$ cat config.mk
export PLATFORM = sky130hd
export DESIGN_NAME = gpc_port
export DESIGN_NICKNAME = d
export VERILOG_FILES = /design/src/common/gpc_pkg.sv /design/src/logic/gpc_port.sv /design/src/logic/gpc_sync.sv /design/src/logic/gpc_change.sv
export SDC_FILE = /design/constraint.sdc
export NUM_CORES = 1
export LEC_CHECK = 0
export ABC_AREA = 1
export BUFFER_PORTS_ARGS = -buffer_cell sky130_fd_sc_hd__buf_4
export CORE_MARGIN = 5
export CORE_UTILIZATION = 30
export CTS_CLUSTER_DIAMETER = 100
export DETAILED_ROUTE_END_ITERATION = 10
export PLACE_DENSITY_LB_ADDON = 0.15
export SLEW_MARGIN = 20
export SYNTH_ARGS = -nofsm -noshare
export SYNTH_HDL_FRONTEND = slang
export SYNTH_SLANG_ARGS = --single-unit
$ cat constraint.sdc
create_clock -name clk -period 1.6 [get_ports clk]
set_clock_uncertainty 0.2 [all_clocks]
set_input_delay 0 -clock clk [delete_from_list [all_inputs] [get_ports clk]]
set_output_delay 0 -clock clk [all_outputs]
set_load 0.02 [all_outputs]
$ cat src/common/gpc_pkg.sv
// ---------------------------------------------------------------
// Shared constants for the port block
// ---------------------------------------------------------------
package gpc_pkg;

	// Port shape
	localparam int PINS = 16; // Pins in one port
	localparam int ADDR_W = 8; // Register address width
	localparam int DATA_W = 32; // Register data width

	// ---------------------------------------------------------------
	// Register map: addr[7:4] picks the register, addr[3:2] the alias
	// ---------------------------------------------------------------
	localparam logic [3:0] IDX_ANALOG = 4'h0; // Analog select
	localparam logic [3:0] IDX_DIRECTION = 4'h1; // Direction
	localparam logic [3:0] IDX_PIN_LEVEL = 4'h2; // Pin level
	localparam logic [3:0] IDX_OUTPUT_HOLD = 4'h3; // Output hold
	localparam logic [3:0] IDX_OPEN_DRAIN = 4'h4; // Open-drain select
	localparam logic [3:0] IDX_CHANGE_CTRL = 4'h5; // Change control
	localparam logic [3:0] IDX_ENABLE_POS = 4'h6; // Change enable pos
	localparam logic [3:0] IDX_STATUS = 4'h7; // Change status
	localparam logic [3:0] IDX_PULLUP = 4'h8; // Weak pull-up enable
	localparam logic [3:0] IDX_PULLDOWN = 4'h9; // Weak pull-down enable
	localparam logic [3:0] IDX_ENABLE_NEG = 4'ha; // Change enable neg
	localparam logic [3:0] IDX_EDGE_FLAG = 4'hb; // Edge flags

	// Alias selectors within one register's block
	localparam logic [1:0] OP_BASE = 2'h0; // Plain access
	localparam logic [1:0] OP_CLR = 2'h1; // Clear ones
	localparam logic [1:0] OP_SET = 2'h2; // Set ones
	localparam logic [1:0] OP_INV = 2'h3; // Invert ones

	// Field positions
	localparam int SEL_HI = 7; // Register index top bit
	localparam int SEL_LO = 4; // Register index low bit
	localparam int OP_HI = 3; // Alias top bit
	localparam int OP_LO = 2; // Alias low bit
	localparam int EDGE_SENSE_BIT = 11; // Edge-sense select in control

	// Reset values
	localparam logic [15:0] ANALOG_RESET = 16'hffff; // All analog
	localparam logic [15:0] DIRECTION_RESET = 16'hffff; // All inputs
	localparam logic [15:0] ZERO_RESET = 16'h0000; // Others clear

endpackage : gpc_pkg

$ cat src/logic/gpc_port.sv
// What this block does
// - Direction bit one means input
// - Reset leaves every pin an input
// - Output hold reads and writes latch
// - Pin level reads pins, writes latch
// - Open-drain pins drive low only unless a peripheral owns them
// - Analog select resets to all ones
// - Analog input pins read zero
// - Peripheral ownership overrides latch and direction
// - Change caught even across stopped clock
// - Per-pin enable allows change request
// - Bit eleven picks mismatch or edges
// - Mismatch status since last level read
// - Edge flags record armed edges
// - Independent weak pull-up and pull-down bits
// - Set, clear, invert aliases touch ones
`timescale 1ns/1ns
module gpc_port (
	// Clock and synchronous reset
	input wire logic clk,
	input wire logic reset,
	// Register bus, read data one cycle after the strobe
	input wire logic [7:0] addr,
	input wire logic [31:0] wdata,
	input wire logic wr,
	input wire logic rd,
	output logic [31:0] rdata,
	// Pads
	input wire logic [15:0] pin_in,
	output logic [15:0] pin_out,
	output logic [15:0] pin_oe,
	// Peripheral mux, same clock as the bus
	input wire logic [15:0] periph_own,
	input wire logic [15:0] periph_out,
	input wire logic [15:0] periph_oe,
	// Pad ring controls and the change request
	output logic [15:0] weak_pullup_en,
	output logic [15:0] weak_pulldown_en,
	output logic [15:0] analog_mode,
	output logic change_request
);

	// ---------------------------------------------------------------
	// Register state
	// ---------------------------------------------------------------
	// Bus-visible registers; status and flags live in change logic
	logic [15:0] analog_select_reg; // One = analog pin
	logic [15:0] direction_reg; // One = input
	logic [15:0] output_hold_reg; // Output latch
	logic [15:0] open_drain_select_reg; // One = open drain
	logic edge_sense_select; // Zero = mismatch, one = edges
	logic [15:0] change_enable_pos_reg; // Mismatch or rising arm
	logic [15:0] change_enable_neg_reg; // Falling arm
	logic [15:0] weak_pullup_enable_reg; // Pull-up per pin
	logic [15:0] weak_pulldown_enable_reg; // Pull-down per pin

	// ---------------------------------------------------------------
	// Decode
	// ---------------------------------------------------------------
	logic [3:0] sel; // Register index
	logic [1:0] op; // Alias within the register
	logic [15:0] wd; // Low half of write data
	logic [15:0] pin_sync; // Synchronised pin levels
	logic [15:0] pin_visible; // Levels as software sees them
	logic [15:0] change_status_reg; // Mismatch status
	logic [15:0] edge_flag_reg; // Edge flags
	logic level_read; // Plain read of the pin level register
	logic flag_wr; // Any write that targets the edge flags
	logic [15:0] flag_val; // Value software wants in the flags
	logic request; // Registered request from change logic

	// Address fields; the two lowest bits are ignored
	assign sel = addr[gpc_pkg::SEL_HI:gpc_pkg::SEL_LO];
	assign op = addr[gpc_pkg::OP_HI:gpc_pkg::OP_LO];
	assign wd = wdata[15:0];

	// ---------------------------------------------------------------
	// Alias helpers
	// ---------------------------------------------------------------

	// Alias arithmetic shared by every writable register except change control
	function automatic logic [15:0] apply_op(
		input logic [15:0] old,
		input logic [1:0] kind,
		input logic [15:0] val
	);
		logic [15:0] res;
		res = val;
		case (kind)
			gpc_pkg::OP_CLR: res = old & ~val;
			gpc_pkg::OP_SET: res = old | val;
			gpc_pkg::OP_INV: res = old ^ val;
			default: res = val;
		endcase
		return res;
	endfunction : apply_op

	// Write hit on one register index, any alias
	function automatic logic hit(input logic [3:0] idx);
		return wr && (sel == idx);
	endfunction : hit

	// ---------------------------------------------------------------
	// Pin input path
	// ---------------------------------------------------------------

	// Pins are asynchronous to clk; only the second flop is read
	// Hazard: a multi-bit pin change may land over two cycles
	gpc_sync #(
		.W(gpc_pkg::PINS)
	) u_sync (
		.clk(clk),
		.reset(reset),
		.async_in(pin_in),
		.sync_out(pin_sync)
	);

	// Analog inputs read low whatever the pin voltage
	assign pin_visible = pin_sync &
		~(analog_select_reg & direction_reg);

	// Only a plain read restarts mismatch tracking
	assign level_read = rd && (sel == gpc_pkg::IDX_PIN_LEVEL) &&
		(op == gpc_pkg::OP_BASE);
	// Alias resolved here so an edge in the same cycle still wins
	assign flag_wr = hit(gpc_pkg::IDX_EDGE_FLAG);
	assign flag_val = apply_op(edge_flag_reg, op, wd);

	// ---------------------------------------------------------------
	// Change notice
	// ---------------------------------------------------------------

	// Compares against held state, so a change made while the clock
	// was stopped reaches status or flags at the third edge after it restarts
	gpc_change #(
		.W(gpc_pkg::PINS)
	) u_change (
		.clk(clk),
		.reset(reset),
		.level(pin_sync),
		.en_pos(change_enable_pos_reg),
		.en_neg(change_enable_neg_reg),
		.edge_mode(edge_sense_select),
		.level_read(level_read),
		.flag_wr(flag_wr),
		.flag_val(flag_val),
		.status(change_status_reg),
		.flag(edge_flag_reg),
		.request(request)
	);

	// Straight from the request flop inside the change logic
	assign change_request = request;

	// ---------------------------------------------------------------
	// Configuration registers
	// ---------------------------------------------------------------

	// Analog select starts all analog so no input buffer floats
	always_ff @(posedge clk) begin
		if (reset) begin
			analog_select_reg <= gpc_pkg::ANALOG_RESET;
		end else if (hit(gpc_pkg::IDX_ANALOG)) begin
			analog_select_reg <= apply_op(analog_select_reg, op, wd);
		end
	end

	// Direction; every reset makes all pins inputs
	always_ff @(posedge clk) begin
		if (reset) begin
			direction_reg <= gpc_pkg::DIRECTION_RESET;
		end else if (hit(gpc_pkg::IDX_DIRECTION)) begin
			direction_reg <= apply_op(direction_reg, op, wd);
		end
	end

	// Output latch, written by its own address or the pin address
	always_ff @(posedge clk) begin
		if (reset) begin
			output_hold_reg <= gpc_pkg::ZERO_RESET;
		end else if (hit(gpc_pkg::IDX_OUTPUT_HOLD)) begin
			output_hold_reg <= apply_op(output_hold_reg, op, wd);
		end else if (hit(gpc_pkg::IDX_PIN_LEVEL)) begin
			output_hold_reg <= apply_op(output_hold_reg, op, wd);
		end
	end

	// Open-drain select
	always_ff @(posedge clk) begin
		if (reset) begin
			open_drain_select_reg <= gpc_pkg::ZERO_RESET;
		end else if (hit(gpc_pkg::IDX_OPEN_DRAIN)) begin
			open_drain_select_reg <=
				apply_op(open_drain_select_reg, op, wd);
		end
	end

	// Change control; only the edge-sense bit is stored
	// Other control bits are dropped and read back as zero
	always_ff @(posedge clk) begin
		if (reset) begin
			edge_sense_select <= 1'b0;
		end else if (hit(gpc_pkg::IDX_CHANGE_CTRL)) begin
			case (op)
				gpc_pkg::OP_CLR: edge_sense_select <= edge_sense_select &
					~wdata[gpc_pkg::EDGE_SENSE_BIT];
				gpc_pkg::OP_SET: edge_sense_select <= edge_sense_select |
					wdata[gpc_pkg::EDGE_SENSE_BIT];
				gpc_pkg::OP_INV: edge_sense_select <= edge_sense_select ^
					wdata[gpc_pkg::EDGE_SENSE_BIT];
				default: edge_sense_select <=
					wdata[gpc_pkg::EDGE_SENSE_BIT];
			endcase
		end
	end

	// Positive or mismatch enables
	always_ff @(posedge clk) begin
		if (reset) begin
			change_enable_pos_reg <= gpc_pkg::ZERO_RESET;
		end else if (hit(gpc_pkg::IDX_ENABLE_POS)) begin
			change_enable_pos_reg <=
				apply_op(change_enable_pos_reg, op, wd);
		end
	end

	// Negative edge enables
	always_ff @(posedge clk) begin
		if (reset) begin
			change_enable_neg_reg <= gpc_pkg::ZERO_RESET;
		end else if (hit(gpc_pkg::IDX_ENABLE_NEG)) begin
			change_enable_neg_reg <=
				apply_op(change_enable_neg_reg, op, wd);
		end
	end

	// Weak pull-up; software must keep it off on outputs
	always_ff @(posedge clk) begin
		if (reset) begin
			weak_pullup_enable_reg <= gpc_pkg::ZERO_RESET;
		end else if (hit(gpc_pkg::IDX_PULLUP)) begin
			weak_pullup_enable_reg <=
				apply_op(weak_pullup_enable_reg, op, wd);
		end
	end

	// Weak pull-down, independent of the pull-up
	always_ff @(posedge clk) begin
		if (reset) begin
			weak_pulldown_enable_reg <= gpc_pkg::ZERO_RESET;
		end else if (hit(gpc_pkg::IDX_PULLDOWN)) begin
			weak_pulldown_enable_reg <=
				apply_op(weak_pulldown_enable_reg, op, wd);
		end
	end

	// ---------------------------------------------------------------
	// Pin drive
	// ---------------------------------------------------------------

	// Registered drive adds one cycle after a latch or direction write
	// Limitation: analog select does not gate the output driver
	always_ff @(posedge clk) begin
		if (reset) begin
			// Pads start undriven, matching all-input direction
			pin_out <= 16'h0000;
			pin_oe <= 16'h0000;
		end else begin
			// Peripheral bits bypass latch and direction entirely
			pin_out <= (periph_own & periph_out) |
				(~periph_own & output_hold_reg &
				~open_drain_select_reg);
			// Open drain enables only while the latch holds zero
			pin_oe <= (periph_own & periph_oe) |
				(~periph_own & ~direction_reg &
				(~open_drain_select_reg | ~output_hold_reg));
		end
	end

	// Pull and analog controls out to the pad ring
	// Copies are registered so every top output leaves a flop
	always_ff @(posedge clk) begin
		if (reset) begin
			weak_pullup_en <= 16'h0000;
			weak_pulldown_en <= 16'h0000;
			analog_mode <= gpc_pkg::ANALOG_RESET;
		end else begin
			weak_pullup_en <= weak_pullup_enable_reg;
			weak_pulldown_en <= weak_pulldown_enable_reg;
			analog_mode <= analog_select_reg;
		end
	end

	// ---------------------------------------------------------------
	// Read port
	// ---------------------------------------------------------------

	// Data one cycle after the strobe; aliases and holes read zero
	always_ff @(posedge clk) begin
		if (reset) begin
			rdata <= 32'h00000000;
		end else if (rd && (op == gpc_pkg::OP_BASE)) begin
			// Clear first so unused upper bits read zero
			rdata <= 32'h00000000;
			case (sel)
				gpc_pkg::IDX_ANALOG: rdata[15:0] <= analog_select_reg;
				gpc_pkg::IDX_DIRECTION: rdata[15:0] <= direction_reg;
				// Pins, not the latch; analog inputs masked
				gpc_pkg::IDX_PIN_LEVEL: rdata[15:0] <= pin_visible;
				gpc_pkg::IDX_OUTPUT_HOLD:
					rdata[15:0] <= output_hold_reg;
				gpc_pkg::IDX_OPEN_DRAIN:
					rdata[15:0] <= open_drain_select_reg;
				// Only the edge-sense bit has storage
				gpc_pkg::IDX_CHANGE_CTRL:
					rdata[gpc_pkg::EDGE_SENSE_BIT] <= edge_sense_select;
				gpc_pkg::IDX_ENABLE_POS:
					rdata[15:0] <= change_enable_pos_reg;
				// Status is read only; writes to it are dropped
				gpc_pkg::IDX_STATUS:
					rdata[15:0] <= change_status_reg;
				gpc_pkg::IDX_PULLUP:
					rdata[15:0] <= weak_pullup_enable_reg;
				gpc_pkg::IDX_PULLDOWN:
					rdata[15:0] <= weak_pulldown_enable_reg;
				gpc_pkg::IDX_ENABLE_NEG:
					rdata[15:0] <= change_enable_neg_reg;
				gpc_pkg::IDX_EDGE_FLAG:
					rdata[15:0] <= edge_flag_reg;
				// Unmapped indices read zero
				default: rdata <= 32'h00000000;
			endcase
		end else begin
			// Alias reads and idle cycles give zero
			rdata <= 32'h00000000;
		end
	end

endmodule : gpc_port

$ cat src/logic/gpc_sync.sv
`timescale 1ns/1ns
// ---------------------------------------------------------------
// Two-flop synchroniser for a bus of independent levels
// ---------------------------------------------------------------
module gpc_sync #(
	parameter int W = 16
) (
	input wire logic clk,
	input wire logic reset,
	input wire logic [W-1:0] async_in,
	output logic [W-1:0] sync_out
);

	logic [W-1:0] stage1; // Metastable stage, read only by stage 2

	// Each bit is its own level, so no bus coherency is promised
	always_ff @(posedge clk) begin
		if (reset) begin
			stage1 <= '0;
			sync_out <= '0;
		end else begin
			stage1 <= async_in;
			sync_out <= stage1;
		end
	end

endmodule : gpc_sync

$ cat src/logic/gpc_change.sv
`timescale 1ns/1ns
// ---------------------------------------------------------------
// Change notice: mismatch status, edge flags, request
// ---------------------------------------------------------------
module gpc_change #(
	parameter int W = 16
) (
	input wire logic clk,
	input wire logic reset,
	input wire logic [W-1:0] level,
	input wire logic [W-1:0] en_pos,
	input wire logic [W-1:0] en_neg,
	input wire logic edge_mode,
	input wire logic level_read,
	input wire logic flag_wr,
	input wire logic [W-1:0] flag_val,
	output logic [W-1:0] status,
	output logic [W-1:0] flag,
	output logic request
);

	logic [W-1:0] prev; // Last sample, for edges
	logic [W-1:0] ref_level; // Level seen at the last pin read
	logic [W-1:0] rise; // Rising edges this cycle
	logic [W-1:0] fall; // Falling edges this cycle
	logic [W-1:0] armed; // Edges that qualify

	assign rise = level & ~prev;
	assign fall = ~level & prev;
	assign armed = (rise & en_pos) | (fall & en_neg);

	// Previous sample; held value keeps a change seen after a stall
	always_ff @(posedge clk) begin
		if (reset) begin
			prev <= '0;
		end else begin
			prev <= level;
		end
	end

	// Reference reloads on a read of the pin level register
	always_ff @(posedge clk) begin
		if (reset) begin
			ref_level <= '0;
		end else if (level_read) begin
			ref_level <= level;
		end
	end

	// Sticky mismatch; the read returns this same level, so none lost
	always_ff @(posedge clk) begin
		if (reset) begin
			status <= '0;
		end else if (level_read) begin
			status <= '0;
		end else if (!edge_mode) begin
			status <= status | (en_pos & (level ^ ref_level));
		end
	end

	// Edge flags: software value, then new edges win over the clear
	always_ff @(posedge clk) begin
		if (reset) begin
			flag <= '0;
		end else begin
			flag <= (flag_wr ? flag_val : flag) |
				(edge_mode ? armed : '0);
		end
	end

	// One request per port, from enabled pending bits
	always_ff @(posedge clk) begin
		if (reset) begin
			request <= 1'b0;
		end else if (edge_mode) begin
			request <= |(flag & (en_pos | en_neg));
		end else begin
			request <= |(status & en_pos);
		end
	end

endmodule : gpc_change

==> flow_metrics.env <==
export IMPL_gp_congestion=0.951
export IMPL_status="finished, violations left"
export IMPL_drc=0
export IMPL_grt_max_degree=61
export IMPL_cp_cell_sequence="buf_4 > inv_1 > ha_1 > nand2_1 > o21ai_1 > a21oi_1 > a21oi_1"
export IMPL_grt_usage=0.252
export IMPL_grt_overflow_total=0
export IMPL_cts_root_buf="clkbuf_16"
export IMPL_grt_pass1_wl_mm=137
export IMPL_yosys_warnings=0
export IMPL_tightest_slew_ns=0.625
export IMPL_insertion_delay_ns=0.61
export IMPL_dp_slack_ns=-0.108
export IMPL_grt_pass1_vias=21400
export IMPL_die_y_um=268
export IMPL_cts_tree="yes"
export IMPL_filler_cell_count=6686
export IMPL_worstHoldStart="addr[6]"
export IMPL_drive_above_1_share=0.163
export IMPL_htree_levels=2
export IMPL_irDropWorstVdd_mv=0.748
export IMPL_nets=3859
export IMPL_io_buffers=186
export IMPL_reg2reg_from="change_enable_neg_reg[13]"
export IMPL_ys_seq_area_frac=0.322
export IMPL_worst_path_max_delay_cell="dfxtp_1"
export IMPL_antenna_found_initial=6
export IMPL_netlist_area_um2=20000
export IMPL_routed_via_density=5.07
export IMPL_final_max_slew_viol_count=0
export IMPL_maxCapViolations=0
export IMPL_finalWirelength_mm=94.4
export IMPL_clk_pin_slew_ns=0.06
export IMPL_crit_type="flop to flop"
export IMPL_min_to="rdata[4]"
export IMPL_hold_path_class="primary input to flop"
export IMPL_worstPathRequired_ns=1.86
export IMPL_setup_violations_final=0
export IMPL_rows=94
export IMPL_io_pin_count=221
export IMPL_slew_headroom=0.583
export IMPL_synth_distinct_cells=29
export IMPL_dp_hpwl_mm=63.6
export IMPL_slowest_delay_ns=0.33
export IMPL_dr_pass1_iters=6
export IMPL_cts_made_buffers=43
export IMPL_synth_seq_cells=322
export IMPL_core_um2=66000
export IMPL_finalCritPeriodShare=0.992
export IMPL_clockBufferDepth=3
export IMPL_power_density_nw_per_um2=782
export IMPL_worstRegToRegCells=7
export IMPL_syn_avg_cell_area_um2=6.99
export IMPL_violations="hold timing"
export IMPL_syn_inst=2862
export IMPL_crit_arrival_ns=1.85
export IMPL_wl_per_cell_um=21.6
export IMPL_die_x_um=268
export IMPL_cellLeakagePower_nw=13.7
export IMPL_min_path_cells=8
export IMPL_r2r_end="change_enable_neg_reg[13]"
export IMPL_critPathLaunchType="flop"
export IMPL_die_area_um2=71900
export IMPL_period_minus_slack_ns=1.59
export IMPL_clock_sinks=322
export IMPL_area_growth_pct=43.0
export IMPL_cp_common_cell="a21oi_1"
export IMPL_final_seq_area_um2=6460
export IMPL_end_kind="flop"
export IMPL_timing_hold_ws_ns=-0.0339
export IMPL_path_max_fanout=5
export IMPL_clock_fmax_ghz=0.630
export IMPL_num_vias=22100
export IMPL_multiInputGateArea_um2=11700
export IMPL_worst_slack_ns=0.0123
export IMPL_drt_initial_drc_count=1948
export IMPL_initial_core_util=0.303
export IMPL_hold_violations=11
export IMPL_rrSetupSlack_ns=0.01
export IMPL_postRouteAntennaNets=0
placed cells by master, fill, tap and decap left out, types with 16 or more instances in the layout:
master / n
a211oi_1: 16
a21oi_1: 294
o21ai_1: 22
dfxtp_1: 311
clkbuf_16: 45
conb_1: 16
buf_4: 384
dlygate4sd3_1: 251
nand2_1: 574
buf_12: 56
ha_1: 290
o211ai_1: 30
nand4_1: 17
o21ai_0: 261
nor2_1: 301
nand3_1: 203
inv_1: 303
timing repair:
action,4_1_cts,5_1_grt
hold buffers,282,2
cloned,0,1
endpoints found under the hold margin,322,14
setup endpoints to repair,1,69
pin swaps,0,5
resized for setup,1,31
buffers inserted,0,3
area by class of cell:
class | count | share of cell area
Antenna cell | 2 | 0.000175
Sequential cell | 322 | 0.226
Inverter | 319 | 0.0420
Multi-Input combinational cell | 2075 | 0.410
Timing Repair Buffer | 700 | 0.233
Tap cell | 864 | 0.0378
Clock buffer | 61 | 0.0428
Clock inverter | 18 | 0.00888
stage by stage:
stage | power [mW] | cells | setup TNS (ns) | cell area (um2) | util
after floorplan | 10.1 | 2877 | 0 | 20100 | -
after global placement | 11.5 | 4011 | -0.563 | 24300 | 0.368
after detailed placement | 11.6 | 4011 | -1.22 | 24300 | 0.368
after CTS | 22.5 | 4372 | 0 | 28700 | 0.434
after global routing | 23.2 | 4361 | -0.0179 | 28600 | 0.433
final | 22.4 | 4361 | 0 | 28600 | 0.433
metal layers:
| layer | GRT usage | part of all wire | up-vias |
|---|---|---|---|
| li1 | - | - | 10500 |
| met1 | 0.339 | 0.43 | 10600 |
| met2 | 0.414 | 0.46 | 818 |
| met3 | 0.0382 | 0.071 | 164 |
| met4 | 0.0855 | 0.036 | 2 |
| met5 | 0 | 0.00014 | - |
kinds of logic (layout without fill, tap and decap cells):
family	Yosys count	count (layout)	synth area share
AOI/OAI and AO/OA	629	629	0.164
other	1	18	0.000188
and+or+nand+nor	1140	1140	0.235
buffers and inverters	480	1098	0.0968
adders and majority gates	290	290	0.181
DFF	322	322	0.322
worst max path at each step:
stage,cells after the start,to,from,slack [ns]
floorplan,7,edge_sense_select,edge_sense_select,0.02
CTS,6,change_enable_pos_reg[6],change_enable_pos_reg[6],0.007
detailed placement,11,rdata[14],addr[5],-0.11
finish,7,change_enable_neg_reg[13],change_enable_neg_reg[13],0.01
global placement,11,rdata[14],addr[5],-0.10
global route,6,u_sync.stage1[2],pin_in[2],-0.01
cells in the mapped netlist, drive strengths merged:
| cell type | count | area (um2) |
|---|---|---|
| a211oi | 16 | 120 |
| a21oi | 295 | 1480 |
| a31oi | 1 | 6.26 |
| buf | 83 | 445 |
| clkbuf | 78 | 293 |
| clkinv | 1 | 3.75 |
| conb | 1 | 3.75 |
| dfxtp | 322 | 6450 |
| ha | 290 | 3630 |
| inv | 318 | 1190 |
| nand2 | 579 | 2180 |
| nand3 | 203 | 1020 |
| nand3b | 1 | 7.51 |
| nand4 | 17 | 106 |
| nor2 | 313 | 1220 |
| nor3 | 16 | 103 |
| o2111ai | 3 | 26.3 |
| o211ai | 30 | 225 |
| o21ai | 284 | 1430 |
| or2 | 11 | 68.8 |
critical path: cells and delay by family, from the launching register on:
family / cells / cell delay, ns
AOI/OAI and AO/OA: 3 / 0.42
DFF: 1 / 0.33
and+or+nand+nor: 1 / 0.06
buffers and inverters: 2 / 0.20
adders and majority gates: 1 / 0.26
where the power goes:
group          leakage (nW)  switching (mW)  internal, mW  total, mW
Combinational          10.3            2.09          1.48       3.57
Sequential             2.62           0.153          8.22       8.37
Clock                 0.718            4.23          6.18       10.4
Note: power is estimated with default switching activity, not from simulation.
